`src/inc/iapc_map.vh`:
```
// Offsets, field positions, reset values and decode constants for the config bank.
// Assumes inclusion by bare name from the rtl files.
`ifndef IAPC_MAP_VH
`define IAPC_MAP_VH
// ************************************************************
// Register indices
// ************************************************************
`define IAPC_IDX_FUNC_ENABLE 8'h00
`define IAPC_IDX_IO_ADDR 8'h01
`define IAPC_IDX_POWER_TEST 8'h02
`define IAPC_IDX_FUNC_CTRL 8'h03
`define IAPC_IDX_PRN_CTRL 8'h04
// ************************************************************
// Reset values
// ************************************************************
`define IAPC_RST_IO_ADDR 8'h01
`define IAPC_RST_POWER_TEST 8'h00
`define IAPC_RST_FUNC_CTRL 8'h01
`define IAPC_RST_PRN_CTRL 8'h00
// ************************************************************
// Field positions
// ************************************************************
`define IAPC_PT_PWRDN 0
`define IAPC_PT_IRQ7SEL 3
`define IAPC_PT_TEST1 4
`define IAPC_PT_TEST2 5
`define IAPC_PT_LOCK 6
`define IAPC_PT_EXTMODE 7
`define IAPC_FC_TAPE 0
`define IAPC_FC_IDEDMA 1
`define IAPC_FC_ZWS 5
`define IAPC_PC_EPP 0
`define IAPC_PC_EPPVER 1
`define IAPC_PC_ECP 2
`define IAPC_PC_ECPCLK 3
`define IAPC_PC_POL 5
`define IAPC_PC_OD 6
`define IAPC_PC_RTCMASK 7
// ************************************************************
// Parallel port modes and address bases
// ************************************************************
`define IAPC_PM_NONE 3'h0
`define IAPC_PM_COMPAT 3'h1
`define IAPC_PM_EXT 3'h2
`define IAPC_PM_EPP 3'h3
`define IAPC_PM_ECP 3'h4
`define IAPC_PAR_B 10'h378
`define IAPC_PAR_A 10'h3bc
`define IAPC_PAR_C 10'h278
`define IAPC_SERIAL_PORT_1 10'h3f8
`define IAPC_SERIAL_PORT_2 10'h2f8
`endif

```
`src/rtl/iapc_cfg_bank.v`:
```
// Configuration bank: io_address_select, power_and_test, function_control and
// printer_port_control, reached via a shared index/data port.
// Assumes the host port strobes are synchronous one-cycle pulses on core_clk;
// external pins and peripheral status arrive asynchronously and are synchronised.
`timescale 1ns/1ps
`include "iapc_map.vh"
module iapc_cfg_bank (
   input wire core_clk,
   input wire rst_n,
   // Host index/data port
   input wire idxWrite,
   input wire dataWrite,
   input wire dataRead,
   input wire [7:0] hostWrData,
   output reg [7:0] hostRdData,
   // Registers owned elsewhere
   input wire [7:0] functionEnable,
   input wire [7:0] plugPlayCfg0,
   input wire [7:0] plugPlayCfg1,
   input wire enhancedTapeSelect,
   // Asynchronous peripheral status
   input wire portCtrlBit4,
   input wire [2:0] portCtrlLow,
   input wire modemCtrl1Bit3,
   input wire modemCtrl1Bit4,
   input wire modemCtrl2Bit3,
   input wire modemCtrl2Bit4,
   input wire lineCtrl1Bit7,
   input wire lineCtrl2Bit7,
   input wire baudClk1,
   input wire baudClk2,
   input wire uartOut1,
   input wire uartOut2,
   input wire fastCycleReady,
   input wire parIrqRaw,
   input wire uart1Irq,
   input wire uart2Irq,
   input wire [1:0] powerDownMode,
   // Decoded configuration
   output reg [9:0] parBase,
   output reg parDecodeEn,
   output reg [9:0] uart1Base,
   output reg [9:0] uart2Base,
   output reg [2:0] parMode,
   output reg parLevelIrq,
   output reg eppRegsEn,
   output reg ecpRegsEn,
   output reg ecpClkRun,
   output reg ctrlPushPull,
   output reg softPowerDown,
   output reg tapeCompat,
   output reg ideDmaEn,
   output reg rtcRamWriteEn,
   output reg serialOut1,
   output reg serialOut2,
   // Interrupt and zero-wait pins: output and enable
   output reg irq3Out,
   output reg irq3Oe,
   output reg irq4Out,
   output reg irq4Oe,
   output reg irq5Out,
   output reg irq5Oe,
   output reg irq7Out,
   output reg irq7Oe,
   output reg zeroWaitOut,
   output reg zeroWaitOe
);
   // ************************************************************
   // Registers
   // ************************************************************
   reg [7:0] index_q; // Shared index
   reg [7:0] ioAddr_q; // io_address_select
   reg [7:0] powerTest_q; // power_and_test
   reg [7:0] funcCtrl_q; // function_control
   reg [7:0] prnCtrl_q; // printer_port_control
   // Two-stage synchronisers; stage one read only by stage two
   localparam SW = 20;
   reg [SW-1:0] sync1_q;
   reg [SW-1:0] sync2_q;
   wire [SW-1:0] asyncIn;
   assign asyncIn = {portCtrlBit4, portCtrlLow, modemCtrl1Bit3, modemCtrl1Bit4,
      modemCtrl2Bit3, modemCtrl2Bit4, lineCtrl1Bit7, lineCtrl2Bit7, baudClk1,
      baudClk2, uartOut1, uartOut2, fastCycleReady, parIrqRaw, uart1Irq,
      uart2Irq, powerDownMode};
   wire sCtr4 = sync2_q[19];
   wire [2:0] sCtrLow = sync2_q[18:16];
   wire sMcr13 = sync2_q[15];
   wire sMcr14 = sync2_q[14];
   wire sMcr23 = sync2_q[13];
   wire sMcr24 = sync2_q[12];
   wire sLcr1 = sync2_q[11];
   wire sLcr2 = sync2_q[10];
   wire sBaud1 = sync2_q[9];
   wire sBaud2 = sync2_q[8];
   wire serial_out_1 = sync2_q[7];
   wire serial_out_2 = sync2_q[6];
   wire sFast = sync2_q[5];
   wire sParIrq = sync2_q[4];
   wire sU1Irq = sync2_q[3];
   wire sU2Irq = sync2_q[2];
   wire [1:0] sPdMode = sync2_q[1:0];

   // ************************************************************
   // Synchroniser
   // ************************************************************
   always @(posedge core_clk or negedge rst_n) begin
      if (!rst_n) begin
         sync1_q <= {SW{1'b0}};
         sync2_q <= {SW{1'b0}};
      end else begin
         sync1_q <= asyncIn;
         sync2_q <= sync1_q;
      end
   end

   // ************************************************************
   // Host port and register writes
   // ************************************************************
   // Lock sits in power_and_test and only reset clears it
   wire locked = powerTest_q[`IAPC_PT_LOCK];
   wire cfgWr = dataWrite && !locked;
   always @(posedge core_clk or negedge rst_n) begin
      if (!rst_n) begin
         index_q <= 8'h00;
         ioAddr_q <= `IAPC_RST_IO_ADDR;
         powerTest_q <= `IAPC_RST_POWER_TEST;
         funcCtrl_q <= `IAPC_RST_FUNC_CTRL;
         prnCtrl_q <= `IAPC_RST_PRN_CTRL;
      end else begin
         // Index write selects the data location
         if (idxWrite) begin
            index_q <= hostWrData;
         end
         if (cfgWr) begin
            case (index_q)
               `IAPC_IDX_IO_ADDR: begin
                  ioAddr_q <= hostWrData;
               end
               `IAPC_IDX_POWER_TEST: begin
                  powerTest_q <= hostWrData;
               end
               `IAPC_IDX_FUNC_CTRL: begin
                  funcCtrl_q <= hostWrData;
               end
               `IAPC_IDX_PRN_CTRL: begin
                  prnCtrl_q <= hostWrData;
               end
               default: begin
                  // Other indices belong to other banks
               end
            endcase
         end
      end
   end

   // ************************************************************
   // Read mux
   // ************************************************************
   reg [7:0] rdMux;
   always @* begin
      case (index_q)
         `IAPC_IDX_IO_ADDR: rdMux = ioAddr_q;
         `IAPC_IDX_POWER_TEST: rdMux = powerTest_q;
         `IAPC_IDX_FUNC_CTRL: rdMux = funcCtrl_q;
         `IAPC_IDX_PRN_CTRL: rdMux = prnCtrl_q;
         default: rdMux = 8'h00;
      endcase
   end

   // ************************************************************
   // Address routing
   // ************************************************************
   reg [9:0] com3Base;
   reg [9:0] com4Base;
   // Bases for the two extra serial slots
   always @* begin
      case (ioAddr_q[7:6])
         2'h0: begin
            com3Base = 10'h3e8;
            com4Base = 10'h2e8;
         end
         2'h1: begin
            com3Base = 10'h338;
            com4Base = 10'h238;
         end
         2'h2: begin
            com3Base = 10'h2e8;
            com4Base = 10'h2e0;
         end
         default: begin
            com3Base = 10'h220;
            com4Base = 10'h228;
         end
      endcase
   end
   wire [9:0] u1Base;
   wire [9:0] u2Base;
   wire u1OnIrq4;
   wire u2OnIrq4;
   iapc_uart_sel uSel1 (
      .sel(ioAddr_q[3:2]),
      .com3Base(com3Base),
      .com4Base(com4Base),
      .base(u1Base),
      .onIrq4(u1OnIrq4)
   );
   iapc_uart_sel uSel2 (
      .sel(ioAddr_q[5:4]),
      .com3Base(com3Base),
      .com4Base(com4Base),
      .base(u2Base),
      .onIrq4(u2OnIrq4)
   );
   wire parEn = functionEnable[0];
   wire irqGateOff = !sCtr4 && !prnCtrl_q[`IAPC_PC_ECP];
   wire [9:0] pBase;
   wire pValid;
   wire useIrq5;
   wire useIrq7;
   iapc_par_route uPar (
      .addrSel(ioAddr_q[1:0]),
      .pnpOverride(plugPlayCfg0[4]),
      .pnpAlt(plugPlayCfg0[5]),
      .irq7Sel(powerTest_q[`IAPC_PT_IRQ7SEL]),
      .portEnable(parEn),
      .irqGateOff(irqGateOff),
      .base(pBase),
      .valid(pValid),
      .useIrq5(useIrq5),
      .useIrq7(useIrq7)
   );

   // ************************************************************
   // Mode decode
   // ************************************************************
   wire eppBit = prnCtrl_q[`IAPC_PC_EPP];
   wire ecpBit = prnCtrl_q[`IAPC_PC_ECP];
   reg [2:0] modeD;
   always @* begin
      if (!parEn) begin
         modeD = `IAPC_PM_NONE;
      end else if (eppBit && !ecpBit) begin
         modeD = `IAPC_PM_EPP;
      end else if (ecpBit && !eppBit) begin
         modeD = `IAPC_PM_ECP;
      end else if (!eppBit && !ecpBit) begin
         modeD = powerTest_q[`IAPC_PT_EXTMODE] ? `IAPC_PM_EXT : `IAPC_PM_COMPAT;
      end else begin
         // Both enables set: undefined, treat as ECP
         modeD = `IAPC_PM_ECP;
      end
   end
   wire eppEcp = (modeD == `IAPC_PM_EPP) || (modeD == `IAPC_PM_ECP);

   // ************************************************************
   // Serial interrupt floating
   // ************************************************************
   // Each UART counts as unused on a line when unrouted, off or masked
   wire u1Off = !functionEnable[1] || !sMcr13 || sMcr14;
   wire u2Off = !functionEnable[2] || !sMcr23 || sMcr24;
   reg irq3Drive;
   reg irq4Drive;
   always @* begin
      if (plugPlayCfg1[0]) begin
         irq3Drive = !((plugPlayCfg1[2] || u1Off) && (plugPlayCfg1[6] || u2Off));
         irq4Drive = !((!plugPlayCfg1[2] || u1Off) && (!plugPlayCfg1[6] || u2Off));
      end else begin
         irq3Drive = (!u1OnIrq4 && !u1Off) || (!u2OnIrq4 && !u2Off);
         irq4Drive = (u1OnIrq4 && !u1Off) || (u2OnIrq4 && !u2Off);
      end
   end
   wire u1On3 = plugPlayCfg1[0] ? !plugPlayCfg1[2] : !u1OnIrq4;
   wire u2On3 = plugPlayCfg1[0] ? !plugPlayCfg1[6] : !u2OnIrq4;
   wire irq3Level = (u1On3 && !u1Off && sU1Irq) || (u2On3 && !u2Off && sU2Irq);
   wire irq4Level = (!u1On3 && !u1Off && sU1Irq) || (!u2On3 && !u2Off && sU2Irq);

   // ************************************************************
   // Parallel interrupt drive
   // ************************************************************
   // ECP term never masks, as ECP mode needs the ECP bit; polarity bit inverts default
   wire parIrqAct = sParIrq && !(modeD == `IAPC_PM_ECP && !ecpBit);
   wire parLevel = parIrqAct ^ prnCtrl_q[`IAPC_PC_POL];
   // Open drain drives only the low level
   wire odMode = prnCtrl_q[`IAPC_PC_OD];
   wire parOe5 = useIrq5 && (!odMode || !parLevel);
   wire parOe7 = useIrq7 && (!odMode || !parLevel);

   // ************************************************************
   // Output registers
   // ************************************************************
   always @(posedge core_clk or negedge rst_n) begin
      if (!rst_n) begin
         hostRdData <= 8'h00;
         parBase <= 10'h000;
         parDecodeEn <= 1'b0;
         uart1Base <= 10'h000;
         uart2Base <= 10'h000;
         parMode <= `IAPC_PM_NONE;
         parLevelIrq <= 1'b0;
         eppRegsEn <= 1'b0;
         ecpRegsEn <= 1'b0;
         ecpClkRun <= 1'b0;
         ctrlPushPull <= 1'b0;
         softPowerDown <= 1'b0;
         tapeCompat <= 1'b0;
         ideDmaEn <= 1'b0;
         rtcRamWriteEn <= 1'b1;
         serialOut1 <= 1'b1;
         serialOut2 <= 1'b1;
         irq3Out <= 1'b0;
         irq3Oe <= 1'b0;
         irq4Out <= 1'b0;
         irq4Oe <= 1'b0;
         irq5Out <= 1'b0;
         irq5Oe <= 1'b0;
         irq7Out <= 1'b0;
         irq7Oe <= 1'b0;
         zeroWaitOut <= 1'b0;
         zeroWaitOe <= 1'b0;
      end else begin
         // Data location returns the indexed register
         if (dataRead) begin
            hostRdData <= rdMux;
         end
         parBase <= pBase;
         parDecodeEn <= parEn && pValid;
         uart1Base <= u1Base;
         uart2Base <= u2Base;
         parMode <= modeD;
         // Level interrupt only in extended mode; EPP/ECP always pulse
         parLevelIrq <= (modeD == `IAPC_PM_EXT);
         eppRegsEn <= parEn && eppBit && !ecpBit;
         // Software setting ECP with a bad control value is its own hazard
         ecpRegsEn <= parEn && ecpBit;
         ecpClkRun <= ecpBit && (!sPdMode[1] || prnCtrl_q[`IAPC_PC_ECPCLK]);
         ctrlPushPull <= prnCtrl_q[`IAPC_PC_EPPVER];
         softPowerDown <= powerTest_q[`IAPC_PT_PWRDN];
         tapeCompat <= !enhancedTapeSelect && funcCtrl_q[`IAPC_FC_TAPE];
         ideDmaEn <= funcCtrl_q[`IAPC_FC_IDEDMA];
         rtcRamWriteEn <= !prnCtrl_q[`IAPC_PC_RTCMASK];
         // Test mode replaces data with the baud clock while the LCR bit 7 input is set
         serialOut1 <= (powerTest_q[`IAPC_PT_TEST1] && sLcr1) ? sBaud1 : serial_out_1;
         serialOut2 <= (powerTest_q[`IAPC_PT_TEST2] && sLcr2) ? sBaud2 : serial_out_2;
         irq3Out <= irq3Level;
         irq3Oe <= irq3Drive;
         irq4Out <= irq4Level;
         irq4Oe <= irq4Drive;
         irq5Out <= parLevel;
         irq5Oe <= parOe5;
         irq7Out <= parLevel;
         irq7Oe <= parOe7;
         // Open drain: only ever drives low
         zeroWaitOut <= 1'b0;
         zeroWaitOe <= funcCtrl_q[`IAPC_FC_ZWS] && eppEcp && sFast;
      end
   end
   // Unused synchronised control bits kept for later decode
   wire unusedCtr = |sCtrLow;
endmodule

```
`src/rtl/iapc_uart_sel.v`:
```
// Resolves one UART's base address from its two-bit selector.
// Assumes the serial_port_3/4 bases are supplied by the caller.
`timescale 1ns/1ps
`include "iapc_map.vh"
module iapc_uart_sel (
   input wire [1:0] sel,
   input wire [9:0] com3Base,
   input wire [9:0] com4Base,
   output reg [9:0] base,
   output reg onIrq4
);
   // ************************************************************
   // Four-way decode
   // ************************************************************
   always @* begin
      case (sel)
         2'h0: begin
            base = `IAPC_SERIAL_PORT_1;
            onIrq4 = 1'b1;
         end
         2'h1: begin
            base = `IAPC_SERIAL_PORT_2;
            onIrq4 = 1'b0;
         end
         2'h2: begin
            base = com3Base;
            onIrq4 = 1'b1;
         end
         default: begin
            base = com4Base;
            onIrq4 = 1'b0;
         end
      endcase
   end
endmodule

```
`src/rtl/iapc_par_route.v`:
```
// Parallel port address and interrupt routing, purely combinational.
// Assumes all inputs are stable register or synchronised values.
`timescale 1ns/1ps
`include "iapc_map.vh"
module iapc_par_route (
   input wire [1:0] addrSel,
   input wire pnpOverride,
   input wire pnpAlt,
   input wire irq7Sel,
   input wire portEnable,
   input wire irqGateOff,
   output reg [9:0] base,
   output reg valid,
   output reg useIrq5,
   output reg useIrq7
);
   // ************************************************************
   // Routing
   // ************************************************************
   always @* begin
      base = `IAPC_PAR_B;
      valid = 1'b1;
      useIrq5 = 1'b0;
      useIrq7 = 1'b0;
      if (pnpOverride) begin
         // Selector bits ignored under the override
         base = pnpAlt ? `IAPC_PAR_C : `IAPC_PAR_B;
         useIrq5 = !pnpAlt && portEnable;
         useIrq7 = pnpAlt && portEnable;
      end else begin
         case (addrSel)
            2'h0: begin
               base = `IAPC_PAR_B;
               useIrq5 = !irq7Sel;
               useIrq7 = irq7Sel;
            end
            2'h1: begin
               base = `IAPC_PAR_A;
               useIrq7 = 1'b1;
            end
            2'h2: begin
               base = `IAPC_PAR_C;
               useIrq5 = 1'b1;
            end
            default: begin
               // Reserved code, interrupt floated
               valid = 1'b0;
            end
         endcase
      end
      if (irqGateOff) begin
         useIrq5 = 1'b0;
         useIrq7 = 1'b0;
      end
   end
endmodule

```
`config.mk`:
```
export PLATFORM = sky130hd
export DESIGN_NAME = iapc_cfg_bank
export DESIGN_NICKNAME = d
export VERILOG_FILES = /design/src/rtl/iapc_cfg_bank.v /design/src/rtl/iapc_uart_sel.v /design/src/rtl/iapc_par_route.v
export VERILOG_INCLUDE_DIRS = /design/src /design/src/inc
export SDC_FILE = /design/constraint.sdc
export NUM_CORES = 1
export LEC_CHECK = 0
export ABC_AREA = 1
export BUFFER_PORTS_ARGS = -buffer_cell sky130_fd_sc_hd__buf_2
export CAP_MARGIN = 20
export CORE_MARGIN = 3
export CORE_UTILIZATION = 58
export DETAILED_ROUTE_END_ITERATION = 10
export PLACE_DENSITY = 0.87
export SYNTH_ARGS = -nofsm -noshare
export SYNTH_HDL_FRONTEND = slang
export SYNTH_HIERARCHICAL = 1
export SYNTH_SLANG_ARGS = --single-unit
```
`constraint.sdc`:
```
create_clock -name core_clk -period 2 [get_ports core_clk]
set_input_delay 0.1 -clock core_clk [delete_from_list [all_inputs] [get_ports core_clk]]
set_output_delay 0.1 -clock core_clk [all_outputs]
set_load 0.01 [all_outputs]
```
* Word level (Yosys, flattened, before mapping)
Cells that the tools add are included.
** Word-level totals
- Bits in registers :: 141
- Input bits :: 58
- Output and inout port bits :: 63
- Logic and storage cells :: 164
** Operators by class
- Equality and inequality tests :: 15
- Muxes and demuxes :: 29
- Bitwise gates (word level) :: 1
- Reductions and logical operators :: 87
** Operators by type and width (number)
- $pmux 9 s3 :: 3
- $logic_and 1x1->1 :: 35
- $pmux 8 s4 :: 1
- $logic_not 1->1 :: 26
- $pmux 8 s3 :: 1
- $pmux 9 s2 :: 1
- $eq 8x2->1 const B :: 2
- $logic_or 1x1->1 :: 15
- $mux 1 :: 14
- $mux 3 :: 4
- $mux 10 :: 1
- $mux 9 :: 1
- $eq 2x1->1 const B :: 4
- $eq 2x2->1 const B :: 4
- $eq 8x1->1 const B :: 1
- $eq 8x3->1 const B :: 1
- $logic_not 2->1 :: 4
- $reduce_and 2->1 :: 4
- $eq 3x2->1 const B :: 2
- $pmux 1 s2 :: 2
- $reduce_or 2->1 :: 2
- $eq 3x3->1 const B :: 1
- $reduce_or 3->1 :: 1
- $mux 2 :: 1
- $xor 1x1->1 :: 1

* Depth between registers and ports, before layout
Gate-level depths: netlist (run 1).
- Depth after elaboration :: 14
- Depth in mapped cells :: 8
- Mapped depth without buffers :: 7

* Modules after synthesis
The synthesis (run 1) kept the hierarchy.
** Modules (own cells, without submodules)
- iapc_cfg_bank :: instances 1, cells an instance 392, area an instance 4616.9 um^2, seq. area each 3334.4 um^2
- iapc_uart_sel :: instances 2, cells an instance 35, area an instance 143.9 um^2, seq. area each 0.0 um^2
- iapc_par_route :: instances 1, cells an instance 32, area an instance 162.7 um^2, seq. area each 0.0 um^2

* Least setup slack after synthesis (run 1)
Ideal clock, no wire load.
- Path type :: reg-to-reg
- From :: reg index_q[3]
- To :: reg prnCtrl_q[6]
- Setup time :: 0.123 ns
- Arrival time :: 1.114 ns
- Data required time :: 1.877 ns
- Slack :: 0.764 ns
- Cell stages (with the launch flop) :: 8
- Path buffers :: 1
- Period minus slack after synthesis :: 1.236 ns
- Path through :: dfrtp_1 -> inv_2 -> nand2_1 -> nor2_4 -> nand3_4 -> buf_2 -> nand2_1 -> o21ai_1
** On the way
- Cells in the longest elaborated chain, start to end :: 2
** RTL lines
- from (decl) :: RTL line iapc_cfg_bank.v:71 : reg [7:0] index_q;
- from (signal assigned) :: RTL line iapc_cfg_bank.v:132 : index_q <= hostWrData;
- $eq 8x3->1 :: RTL line iapc_cfg_bank.v:135 : case (index_q)
- $reduce_and 2->1 (no line)
- to (signal assigned) :: RTL line iapc_cfg_bank.v:128 : prnCtrl_q <= `IAPC_RST_PRN_CTRL;
- to (signal assigned) :: RTL line iapc_cfg_bank.v:146 : prnCtrl_q <= hostWrData;
- to (decl) :: RTL line iapc_cfg_bank.v:75 : reg [7:0] prnCtrl_q;
No other way between the ends.
A chain may end at the register's enable or synchronous reset.

* Final worst setup path (run 1)
- From :: in plugPlayCfg1[2]
- To :: reg irq3Out
** On the way
- Cells in the longest elaborated chain, start to end :: 5
** RTL lines
- from (decl) :: RTL line iapc_cfg_bank.v:19 : input wire [7:0] plugPlayCfg1,
- $logic_not 1->1 :: RTL line iapc_cfg_bank.v:272 : wire u1On3 = plugPlayCfg1[0] ? !plugPlayCfg1[2] : !u1OnIrq4;
- $mux 1 :: RTL line iapc_cfg_bank.v:272
- $logic_and 1x1->1 (2 in series) :: RTL line iapc_cfg_bank.v:274 : wire irq3Level = (u1On3 && !u1Off && sU1Irq) || (u2On3 && !u2Off && sU2Irq);
- $logic_or 1x1->1 :: RTL line iapc_cfg_bank.v:274
- via irq3Level :: RTL line iapc_cfg_bank.v:274
- to (signal assigned) :: RTL line iapc_cfg_bank.v:344 : irq3Out <= irq3Level;
- to (decl) :: RTL line iapc_cfg_bank.v:57 : output reg irq3Out,
The timed path passes the listed nets, and every way through them passes these cells.

==> flow_summary.ini, run 1 <==
[final_layout]
finalNetCount = 736
multiInputGateArea_um2 = 1504
areaGrowthSynthToFinish_pct = 34.79
total_inserted_antenna_cells = 0
finish.utilization_pct = 81.89
sequential_cell_area_um2 = 3334
fillerInstances = 472
drive_gt1_share_pct = 25.04

[cts]
cts_num_sinks = 133
numCtsBuffers = 17
clock-root-buffer = sky130_fd_sc_hd__clkbuf_8
clk_transition_reported_paths_ns = 0.06
post_cts_setup_driven_buffer_insertion_count = 0
insertion_delay_ns = 0.51
cts_buffer_depth = 2
tritoncts = done
htree_levels = 4

[timing]
setup_violations = 0
max_slew_margin_pct = 64.33
worstMarginPinSlew_ns = 0.5351
clock_skew_ns = 0.006218
maxSlewViolCount = 0
finalSetupTns_ns = 0
timing_hold_violations_final = 0
min_period_over_period_pct = 89.22
timing.fmax_mhz = 560.4
rsz0062_at_grt = false
finalCriticalPeriod_ns = 1.784

[job]
maxcap_viol_count = 0

[placement]
gp_congestion = 0.8780
place_hpwl_um = 7035
numPortBuffers = 99

[global_routing]
grt_first_pass_wirelength_um = 19410
grt_antenna_before_repair = 0
gr-total-overflow = 0
grtUsageTotal_pct = 25.14
grt_start_max_net_pins = 63
grt_pass1_vias = 4196

[synthesis]
synth_top_flop_cell = sky130_fd_sc_hd__dfrtp_1
ys_warns = 6
syn_inst = 494
avgSynthCellArea_um2 = 10.26
share_of_synthesized_flip_flops_with_an_asynchronous_set_or_reset_pct = 100.0
edff_count_synth = 0
synth.distinct_cells = 29
synth.yosys.seq_area_share_pct = 65.80
flip_flop_and_latch_count_after_synthesis = 133
mappedNetlistArea_um2 = 5067

[pwr]
power-per-cell-area_nw_per_um2 = 902.2
total_leakage_power_nw = 3.496
ir_worst_vdd_mv = 0.5906

[min_path]
hold_end = irq4Out
hold_start = functionEnable[2]
hold-path-cell-count = 5
holdCritPathClass = in -> reg

[die]
fp.dieH_um = 99.47
dieWidth_um = 99.47
core_um2 = 8341
die_outline_area_um2 = 9894
pin_count = 121
row_count = 33
start_util_pct = 60.76

[setup_path]
critPathLaunchType = primary input
end_kind = register
timing.critical_path.required_ns = 2.43
worstPathArrival_ns = 2.22
r2r_setup_slack_ns = 0.33
r2r-start = index_q[4]
crit_fanout = 2
timing.rr.end = funcCtrl_q[5]
path_class = in -> reg
worstRegToRegCells = 7

[route]
highest_layer = met4
drt-initial-drc-count = 316
ant_nets = 0
drcViolationCount = 0
drt_first_pass_iters = 5
aggregate_routed_wire_length_um = 11480
viasPerCell = 5.041
wl_met1_um = 4537
avgRoutedWirePerCell_um = 14.42
dr_wl_met2_um = 6085
route.vias.total = 4013
detailroute.wirelength.met3_um = 711

[outcome]
run_status = completed
metal layers:
metal / GRT usage (%) / vias up
met2: 44.01 / 162
met3: 6.662 / 23
li1: - / 1897
met4: 8.298 / 0
met5: 0 / -
met1: 30.32 / 1931
layout by cell type, fill, tap and decap left out, drive strengths merged:
cell type    instances
nand2              149
bufinv               2
nor3                 1
a31oi                2
clkinv               8
o21ai               43
buf                101
nand3               40
inv                 52
xor2                 1
clkinvlp             2
clkbuf              17
o22ai                2
a21oi               24
o211a                1
dfrtp              128
nor2                28
conb                29
dfstp                5
dlygate4sd3         56
worst max path at each step:
stage / from / end / cells past startpoint
finish: plugPlayCfg1[2] / irq3Out / 7
detailed placement: index_q[4] / funcCtrl_q[3] / 7
floorplan: index_q[3] / prnCtrl_q[6] / 7
global placement: index_q[4] / ioAddr_q[5] / 6
CTS: plugPlayCfg1[2] / irq3Out / 7
global route: plugPlayCfg1[2] / irq3Out / 7
flip-flops by register name, summed over array words and instances (netlist names), 3 cells and up:
signal       count
uart1Base       10
parBase         10
parMode          3
powerTest_q      8
ioAddr_q         8
prnCtrl_q        8
uart2Base       10
sync2_q         16
index_q          8
funcCtrl_q       8
hostRdData       8
sync1_q         16
worst max-delay path: stages:
cell                            delay (ns)
sky130_fd_sc_hd__dlygate4sd3_1        0.53
sky130_fd_sc_hd__buf_2                0.12
sky130_fd_sc_hd__nand2_1              0.07
sky130_fd_sc_hd__dlygate4sd3_1        0.57
sky130_fd_sc_hd__nand3_1              0.08
sky130_fd_sc_hd__dlygate4sd3_1        0.60
sky130_fd_sc_hd__o22ai_1              0.15
cell type report:
| cell class | count | share of cell area [%] |
|---|---|---|
| Timing Repair Buffer | 157 | 15.96 |
| Multi-Input combinational cell | 320 | 22.02 |
| Tap cell | 105 | 1.923 |
| Inverter | 49 | 2.729 |
| Clock buffer | 17 | 6.063 |
| Clock inverter | 15 | 2.491 |
| Sequential cell | 133 | 48.82 |
kinds of logic (layout without fill, tap and decap cells):
group | Yosys count | count (layout) | synth area share (%)
compound gates | 72 | 72 | 7.383
xor+xnor | 1 | 1 | 0.1729
buf+inv | 66 | 238 | 6.370
flops | 133 | 133 | 65.80
other cells | 4 | 29 | 0.2962
simple gates | 218 | 218 | 19.97
timing repair:
action | CTS | global route
endpoints found under the hold margin | 209 | 0
resized for setup | 0 | 0
hold buffers | 56 | 0
power by group:
part,total [mW],leakage [nW],internal (mW),switching (mW)
logic,0.384,1.58,0.159,0.224
registers,2.78,1.64,2.76,0.0229
clock network,3.00,0.282,1.80,1.19
total,6.16,3.50,4.72,1.44
through the flow:
| stage | instances | hold WS (ns) | total power [mW] | setup slack (ns) | instance area, um2 |
|---|---|---|---|---|---|
| finish | 796 | 0.03489 | 6.163 | 0.2155 | 6830 |
| global route | 796 | 0.02122 | 6.392 | 0.1238 | 6830 |
| CTS | 796 | 0.002792 | 6.199 | 0.2742 | 6830 |
| detailed placement | 708 | 0.01849 | 3.114 | 0.4381 | 5685 |
| global placement | 708 | 0.01430 | 3.099 | 0.5070 | 5685 |
| floorplan | 519 | -0.1956 | 2.977 | 0.7635 | 5161 |
Yosys cell counts (3+ instances only):
library cell | n | area, um2
sky130_fd_sc_hd__nor2_1 | 15 | 56.30
sky130_fd_sc_hd__conb_1 | 4 | 15.01
sky130_fd_sc_hd__o21ai_1 | 24 | 120.1
sky130_fd_sc_hd__dfrtp_1 | 128 | 3203
sky130_fd_sc_hd__nor2_2 | 7 | 43.79
sky130_fd_sc_hd__buf_4 | 12 | 90.09
sky130_fd_sc_hd__dfstp_2 | 5 | 131.4
sky130_fd_sc_hd__nand2_1 | 143 | 536.8
sky130_fd_sc_hd__nand3_4 | 3 | 52.55
sky130_fd_sc_hd__nand3_1 | 37 | 185.2
sky130_fd_sc_hd__o21ai_0 | 19 | 95.09
sky130_fd_sc_hd__a21oi_1 | 23 | 115.1
sky130_fd_sc_hd__nand2_2 | 4 | 25.02
sky130_fd_sc_hd__inv_1 | 37 | 138.9
sky130_fd_sc_hd__nor2_4 | 4 | 45.04
sky130_fd_sc_hd__inv_2 | 10 | 37.54
No activity file was read; power rests on OpenSTA's default activity.
==> run 2, diff against run 1 <==
- CORE_MARGIN: 3 -> 4
==> flow_summary.ini, run 2 (synthesis results as in run 1) <==
[outcome]
run_status = completed

[cts]
clock-root-buffer = sky130_fd_sc_hd__clkbuf_8
post_cts_setup_driven_buffer_insertion_count = 0
htree_levels = 4
clk_transition_reported_paths_ns = 0.06
tritoncts = done
numCtsBuffers = 17
cts_num_sinks = 133
post_cts_resized = 0
cts_hold_buffers = 58
insertion_delay_ns = 0.51
cts_buffer_depth = 2

[setup_path]
path_class = in -> reg
worst_path_most_repeated_cell = sky130_fd_sc_hd__dlygate4sd3_1
worstPathArrival_ns = 2.22
critPathLaunchType = primary input
timing.critical_path.required_ns = 2.43
end_kind = register
worst_path_max_delay_cell = sky130_fd_sc_hd__dlygate4sd3_1
path_cells = dlygate4sd3_1 > buf_2 > nand2_1 > dlygate4sd3_1 > nand3_1 > dlygate4sd3_1 > o22ai_1
critical_path.max_stage_delay_ns = 0.59
crit_fanout = 2

[die]
core_um2 = 8341
fp.dieH_um = 101.5
dieWidth_um = 101.5
pin_count = 121
start_util_pct = 60.76
die_outline_area_um2 = 10300
row_count = 33

[placement]
place_hpwl_um = 7136
numPortBuffers = 99
gp_congestion = 0.8783

[global_routing]
grt_pass1_vias = 4152
gr-total-overflow = 0
grt_first_pass_wirelength_um = 19430
grt_start_max_net_pins = 51
grtUsageTotal_pct = 24.42
grt_antenna_before_repair = 0

[route]
route.vias.total = 4084
drt-initial-drc-count = 328
drcViolationCount = 0
ant_nets = 0
viasPerCell = 5.105
drt_first_pass_iters = 6
aggregate_routed_wire_length_um = 11540
avgRoutedWirePerCell_um = 14.42

[timing]
finalSetupTns_ns = 0
rsz0062_at_grt = false
finalCriticalPeriod_ns = 1.793
setup_violations = 0
clock_skew_ns = 0.007732
maxSlewViolCount = 0
hold_ws_ns = 0.05757
min_period_over_period_pct = 89.63
timing.fmax_mhz = 557.8
max_slew_margin_pct = 60.72
timing_hold_violations_final = 0
worstMarginPinSlew_ns = 0.5892

[pwr]
total_leakage_power_nw = 3.491
power-per-cell-area_nw_per_um2 = 874.6
ir_worst_vdd_mv = 0.6894

[final_layout]
finalNetCount = 740
drive_gt1_share_pct = 25.18
largest_registers = sync1_q: 16 flops, sync2_q: 16 flops
final_common_cell = sky130_fd_sc_hd__nand2_1
areaGrowthSynthToFinish_pct = 34.59
most-common-layout-cells = 143 x sky130_fd_sc_hd__nand2_1, 128 x sky130_fd_sc_hd__dfrtp_1, 98 x sky130_fd_sc_hd__buf_2
total_inserted_antenna_cells = 0
fillerInstances = 481

[job]
maxcap_viol_count = 0

[min_path]
holdCritPathClass = in -> reg
## run 2: changes by cell type in the layout (fill, tap and decap cells not counted), sizes merged, moves of 2 or more
cell / previous run / this run
bufinv: 2 / 0
dlygate4sd3: 56 / 58
buf: 101 / 103
clkinv: 8 / 5
inv: 52 / 55
## run 2: cell type report
class | instances | area [um2] | share of cell area [%]
timing repair buffer | 161 | 1121 | 16.44
multi-input combinational | 320 | 1504 | 22.05
tap | 105 | 131.4 | 1.926
inverter | 49 | 186.4 | 2.733
clock inverter | 14 | 115.1 | 1.688
sequential | 133 | 3334 | 48.89
clock buffer | 18 | 427.9 | 6.274
## run 2: per-stage QoR
step                      util, %  setup slack, ns  area [um2]  total power, mW  cells
after CTS                   81.77           0.2887        6820            5.985    800
after detailed placement    68.30           0.4321        5697            3.116    710
after global routing        81.77           0.1342        6820            6.185    800
final                       81.77           0.2073        6820            5.965    800
after global placement      68.30           0.5066        5697            3.101    710
after floorplan                 -           0.7635        5161            2.977    519
## run 2: layer usage
layer,GRT usage (%),vias to the layer above,part of all wire [%],wire length (um)
met2,41.80,187,51,5883
li1,-,1912,-,-
met4,7.669,0,2.2,252
met3,6.336,28,6.9,793
met1,30.60,1957,40,4607
met5,0,-,0,0
## run 2: power breakdown
part           internal [mW]  switching (mW)  total [mW]  leakage [nW]
clock                   1.59            1.20        2.79         0.260
combinational          0.165           0.227       0.392          1.59
sequential              2.76          0.0235        2.78          1.64
## run 2: critical path: cells and delay by family
family | cells | cell delay, ns
AOI/OAI and AO/OA | 1 | 0.15
buffers and inverters | 4 | 1.82
and+or+nand+nor | 2 | 0.15
## run 2: worst paths after layout
kind	startpoint	slack, ns	cells after the start	end
worst max-delay path	plugPlayCfg1[2]	0.21	7	irq3Out
worst min-delay path	dataWrite	0.06	5	funcCtrl_q[0]
worst max register to register	index_q[4]	0.36	7	funcCtrl_q[7]
worst min register to register	sync1_q[11]	0.35	0	sync2_q[11]
max in group asynchronous	rst_n	1.15	3	serialOut1
min in group asynchronous	rst_n	0.13	2	sync2_q[15]
==> run 3, diff against run 2 <==
- CORE_MARGIN: 4 -> not set
- CORE_UTILIZATION: 58 -> 56
- PLACE_DENSITY: 0.87 -> 0.89
- SYNTH_HIERARCHICAL: 1 -> not set
==> flow_summary.ini, run 3 <==
[cts]
tritoncts = done
numCtsBuffers = 17
cts_buffer_depth = 2
insertion_delay_ns = 0.52
htree_levels = 4
clock-root-buffer = sky130_fd_sc_hd__clkbuf_8
cts_num_sinks = 115
clk_transition_reported_paths_ns = 0.06

[synthesis]
syn_inst = 418
avgSynthCellArea_um2 = 10.75
synthMuxAreaShare_pct = 0
synth.distinct_cells = 31
synth_xor_xnor_area_share_pct = 0.1948
ys_warns = 0
synth_top_family_by_area = simple AND/OR/NAND/NOR gates
share_of_synthesized_flip_flops_with_an_asynchronous_set_or_reset_pct = 100.0
synth_compound_area_share_pct = 9.185
flip_flop_and_latch_count_after_synthesis = 115
yosysMostFrequentCell = sky130_fd_sc_hd__dfrtp_1
synth_simple_gate_area_share_pct = 17.78
synth_top_flop_cell = sky130_fd_sc_hd__dfrtp_1
netlist.area_leader.share_pct = 61.23
synth-adder-area-share_pct = 0
synth_area_leader_cell = sky130_fd_sc_hd__dfrtp_1
main_area_contributors_after_synthesis = sky130_fd_sc_hd__dfrtp_1 61%, sky130_fd_sc_hd__nand2_1 6.8%, sky130_fd_sc_hd__nand3_1 4.5%
edff_count_synth = 0
yosys-top-cells-count = 110 x sky130_fd_sc_hd__dfrtp_1, 82 x sky130_fd_sc_hd__nand2_1, 40 x sky130_fd_sc_hd__nand3_1
synth.yosys.seq_area_share_pct = 64.15
mappedNetlistArea_um2 = 4496

[final_layout]
largest_registers = sync1_q: 16 flops, sync2_q: 16 flops
most-common-layout-cells = 110 x sky130_fd_sc_hd__dfrtp_1, 90 x sky130_fd_sc_hd__buf_2, 82 x sky130_fd_sc_hd__nand2_1
areaGrowthSynthToFinish_pct = 31.95
total_inserted_antenna_cells = 0
drive_gt1_share_pct = 29.56
sequential_cell_area_um2 = 2884
fillerInstances = 485
final_common_cell = sky130_fd_sc_hd__dfrtp_1
multiInputGateArea_um2 = 1266
finalNetCount = 610
design_area_um2 = 5932

[placement]
numPortBuffers = 91
gp_congestion = 0.8496
post_dp_cell_area_um2 = 4928
place_hpwl_um = 6149

[timing]
clock_skew_ns = 0.006741
timing.fmax_mhz = 500.6
finalCriticalPeriod_ns = 1.997
timing_hold_violations_final = 0
min_period_over_period_pct = 99.87
hold_ws_ns = 0.03705
maxSlewViolCount = 0
finalSetupTns_ns = 0
setup_violations = 0

[setup_path]
crit_fanout = 4
path_cells = nand2_1 > nor2_4 > nand3_1 > dlygate4sd3_1 > nand4_1 > dlygate4sd3_1
worst_path_most_repeated_cell = sky130_fd_sc_hd__dlygate4sd3_1
end_kind = register
path_class = reg -> reg
worstPathArrival_ns = 2.46
timing.critical_path.required_ns = 2.46
worst_path_max_delay_cell = sky130_fd_sc_hd__dlygate4sd3_1
critical_path.max_stage_delay_ns = 0.59
critPathLaunchType = register

[route]
drt_first_pass_iters = 5
ant_nets = 0
drt-initial-drc-count = 252
drcViolationCount = 0
viasPerCell = 5.165
avgRoutedWirePerCell_um = 15.70
route.vias.total = 3445
aggregate_routed_wire_length_um = 10470

[pwr]
fin_total_pwr_mw = 5.741
ir_worst_vdd_mv = 0.6515
power-per-cell-area_nw_per_um2 = 967.8
total_leakage_power_nw = 3.183

[die]
dieWidth_um = 91.60
core_um2 = 7727
start_util_pct = 58.18
fp.dieH_um = 91.60
die_outline_area_um2 = 8390
row_count = 32
pin_count = 121

[outcome]
run_status = completed

[global_routing]
gr-total-overflow = 0
grtUsageTotal_pct = 27.49
grt_antenna_before_repair = 0
grt_start_max_net_pins = 38
grt_pass1_vias = 3462
grt_first_pass_wirelength_um = 16990

[job]
maxcap_viol_count = 0

[min_path]
holdCritPathClass = in -> reg
==> run 3: cell types whose count changed after synthesis, sizes merged, moves of 3 or more <==
cell | before | now
a21oi | 24 | 17
inv | 47 | 42
dfrtp | 128 | 110
nand2 | 149 | 90
buf | 16 | 27
o21ai | 43 | 46
nor2 | 28 | 24
==> run 3: layer usage <==
metal | global-route usage [%] | vias to the layer above | part of all wire, %
met4 | 13.10 | 0 | 3.4
met5 | 0 | - | 0
met2 | 45.61 | 182 | 50
met3 | 8.291 | 37 | 7.3
met1 | 32.78 | 1635 | 39
li1 | - | 1591 | -
==> run 3: path summary, 6_finish.rpt <==
check | start | end | slack (ns) | cells after the start
max reg2reg | sync2_q[13] | irq4Oe | 0.003 | 6
min | dataWrite | ioAddr_q[0] | 0.04 | 5
max | sync2_q[13] | irq4Oe | 0.003 | 6
min reg2reg | sync1_q[4] | sync2_q[4] | 0.34 | 0
max in group asynchronous | rst_n | serialOut2 | 1.21 | 3
min in group asynchronous | rst_n | ecpRegsEn | 0.10 | 2
==> run 3: final cells by class <==
type,count,share of cell area [%]
inverter,42,2.658
tap,102,2.151
clock buffer,17,6.982
sequential,115,48.62
clock inverter,15,2.932
multi-input combinational,240,21.35
timing repair buffer,136,15.31
==> run 3: repair_timing <==
action                                  in CTS  in global routing
hold buffers                                40                  0
hold endpoints to repair                   178                  0
buffers inserted                             0                  1
endpoints found under the setup margin       0                  1
resized for setup                            0                  2
==> run 3: worst max-delay path, delay by kind of cell, from the launching register on <==
family / cells / cell delay, ns
buffers and inverters: 2 / 1.14
flip-flops: 1 / 0.32
AND/OR/NAND/NOR: 4 / 0.46
==> run 3: logic make-up after synthesis <==
| group | Yosys count |
|---|---|
| AOI/OAI and AO/OA | 71 |
| xor gates and xnor gates | 1 |
| buffers and inverters | 71 |
| DFF | 115 |
| other | 2 |
| and+or+nand+nor | 158 |
==> run 3: through the flow <==
step                std cells  utilization [%]  worst slack, ns
detailed placement        594            63.78           0.4417
finish                    667            76.76         0.002579
CTS                       666            76.57          0.03518
global route              667            76.76         -0.05993
floorplan                 426                -           0.7463
global placement          594            63.78           0.4944
==> run 3: report_power, final <==
| part | internal, mW | leakage, nW | switching [mW] |
|---|---|---|---|
| Combinational | 0.138 | 1.46 | 0.226 |
| Sequential | 2.39 | 1.43 | 0.0283 |
| Clock | 1.81 | 0.287 | 1.15 |
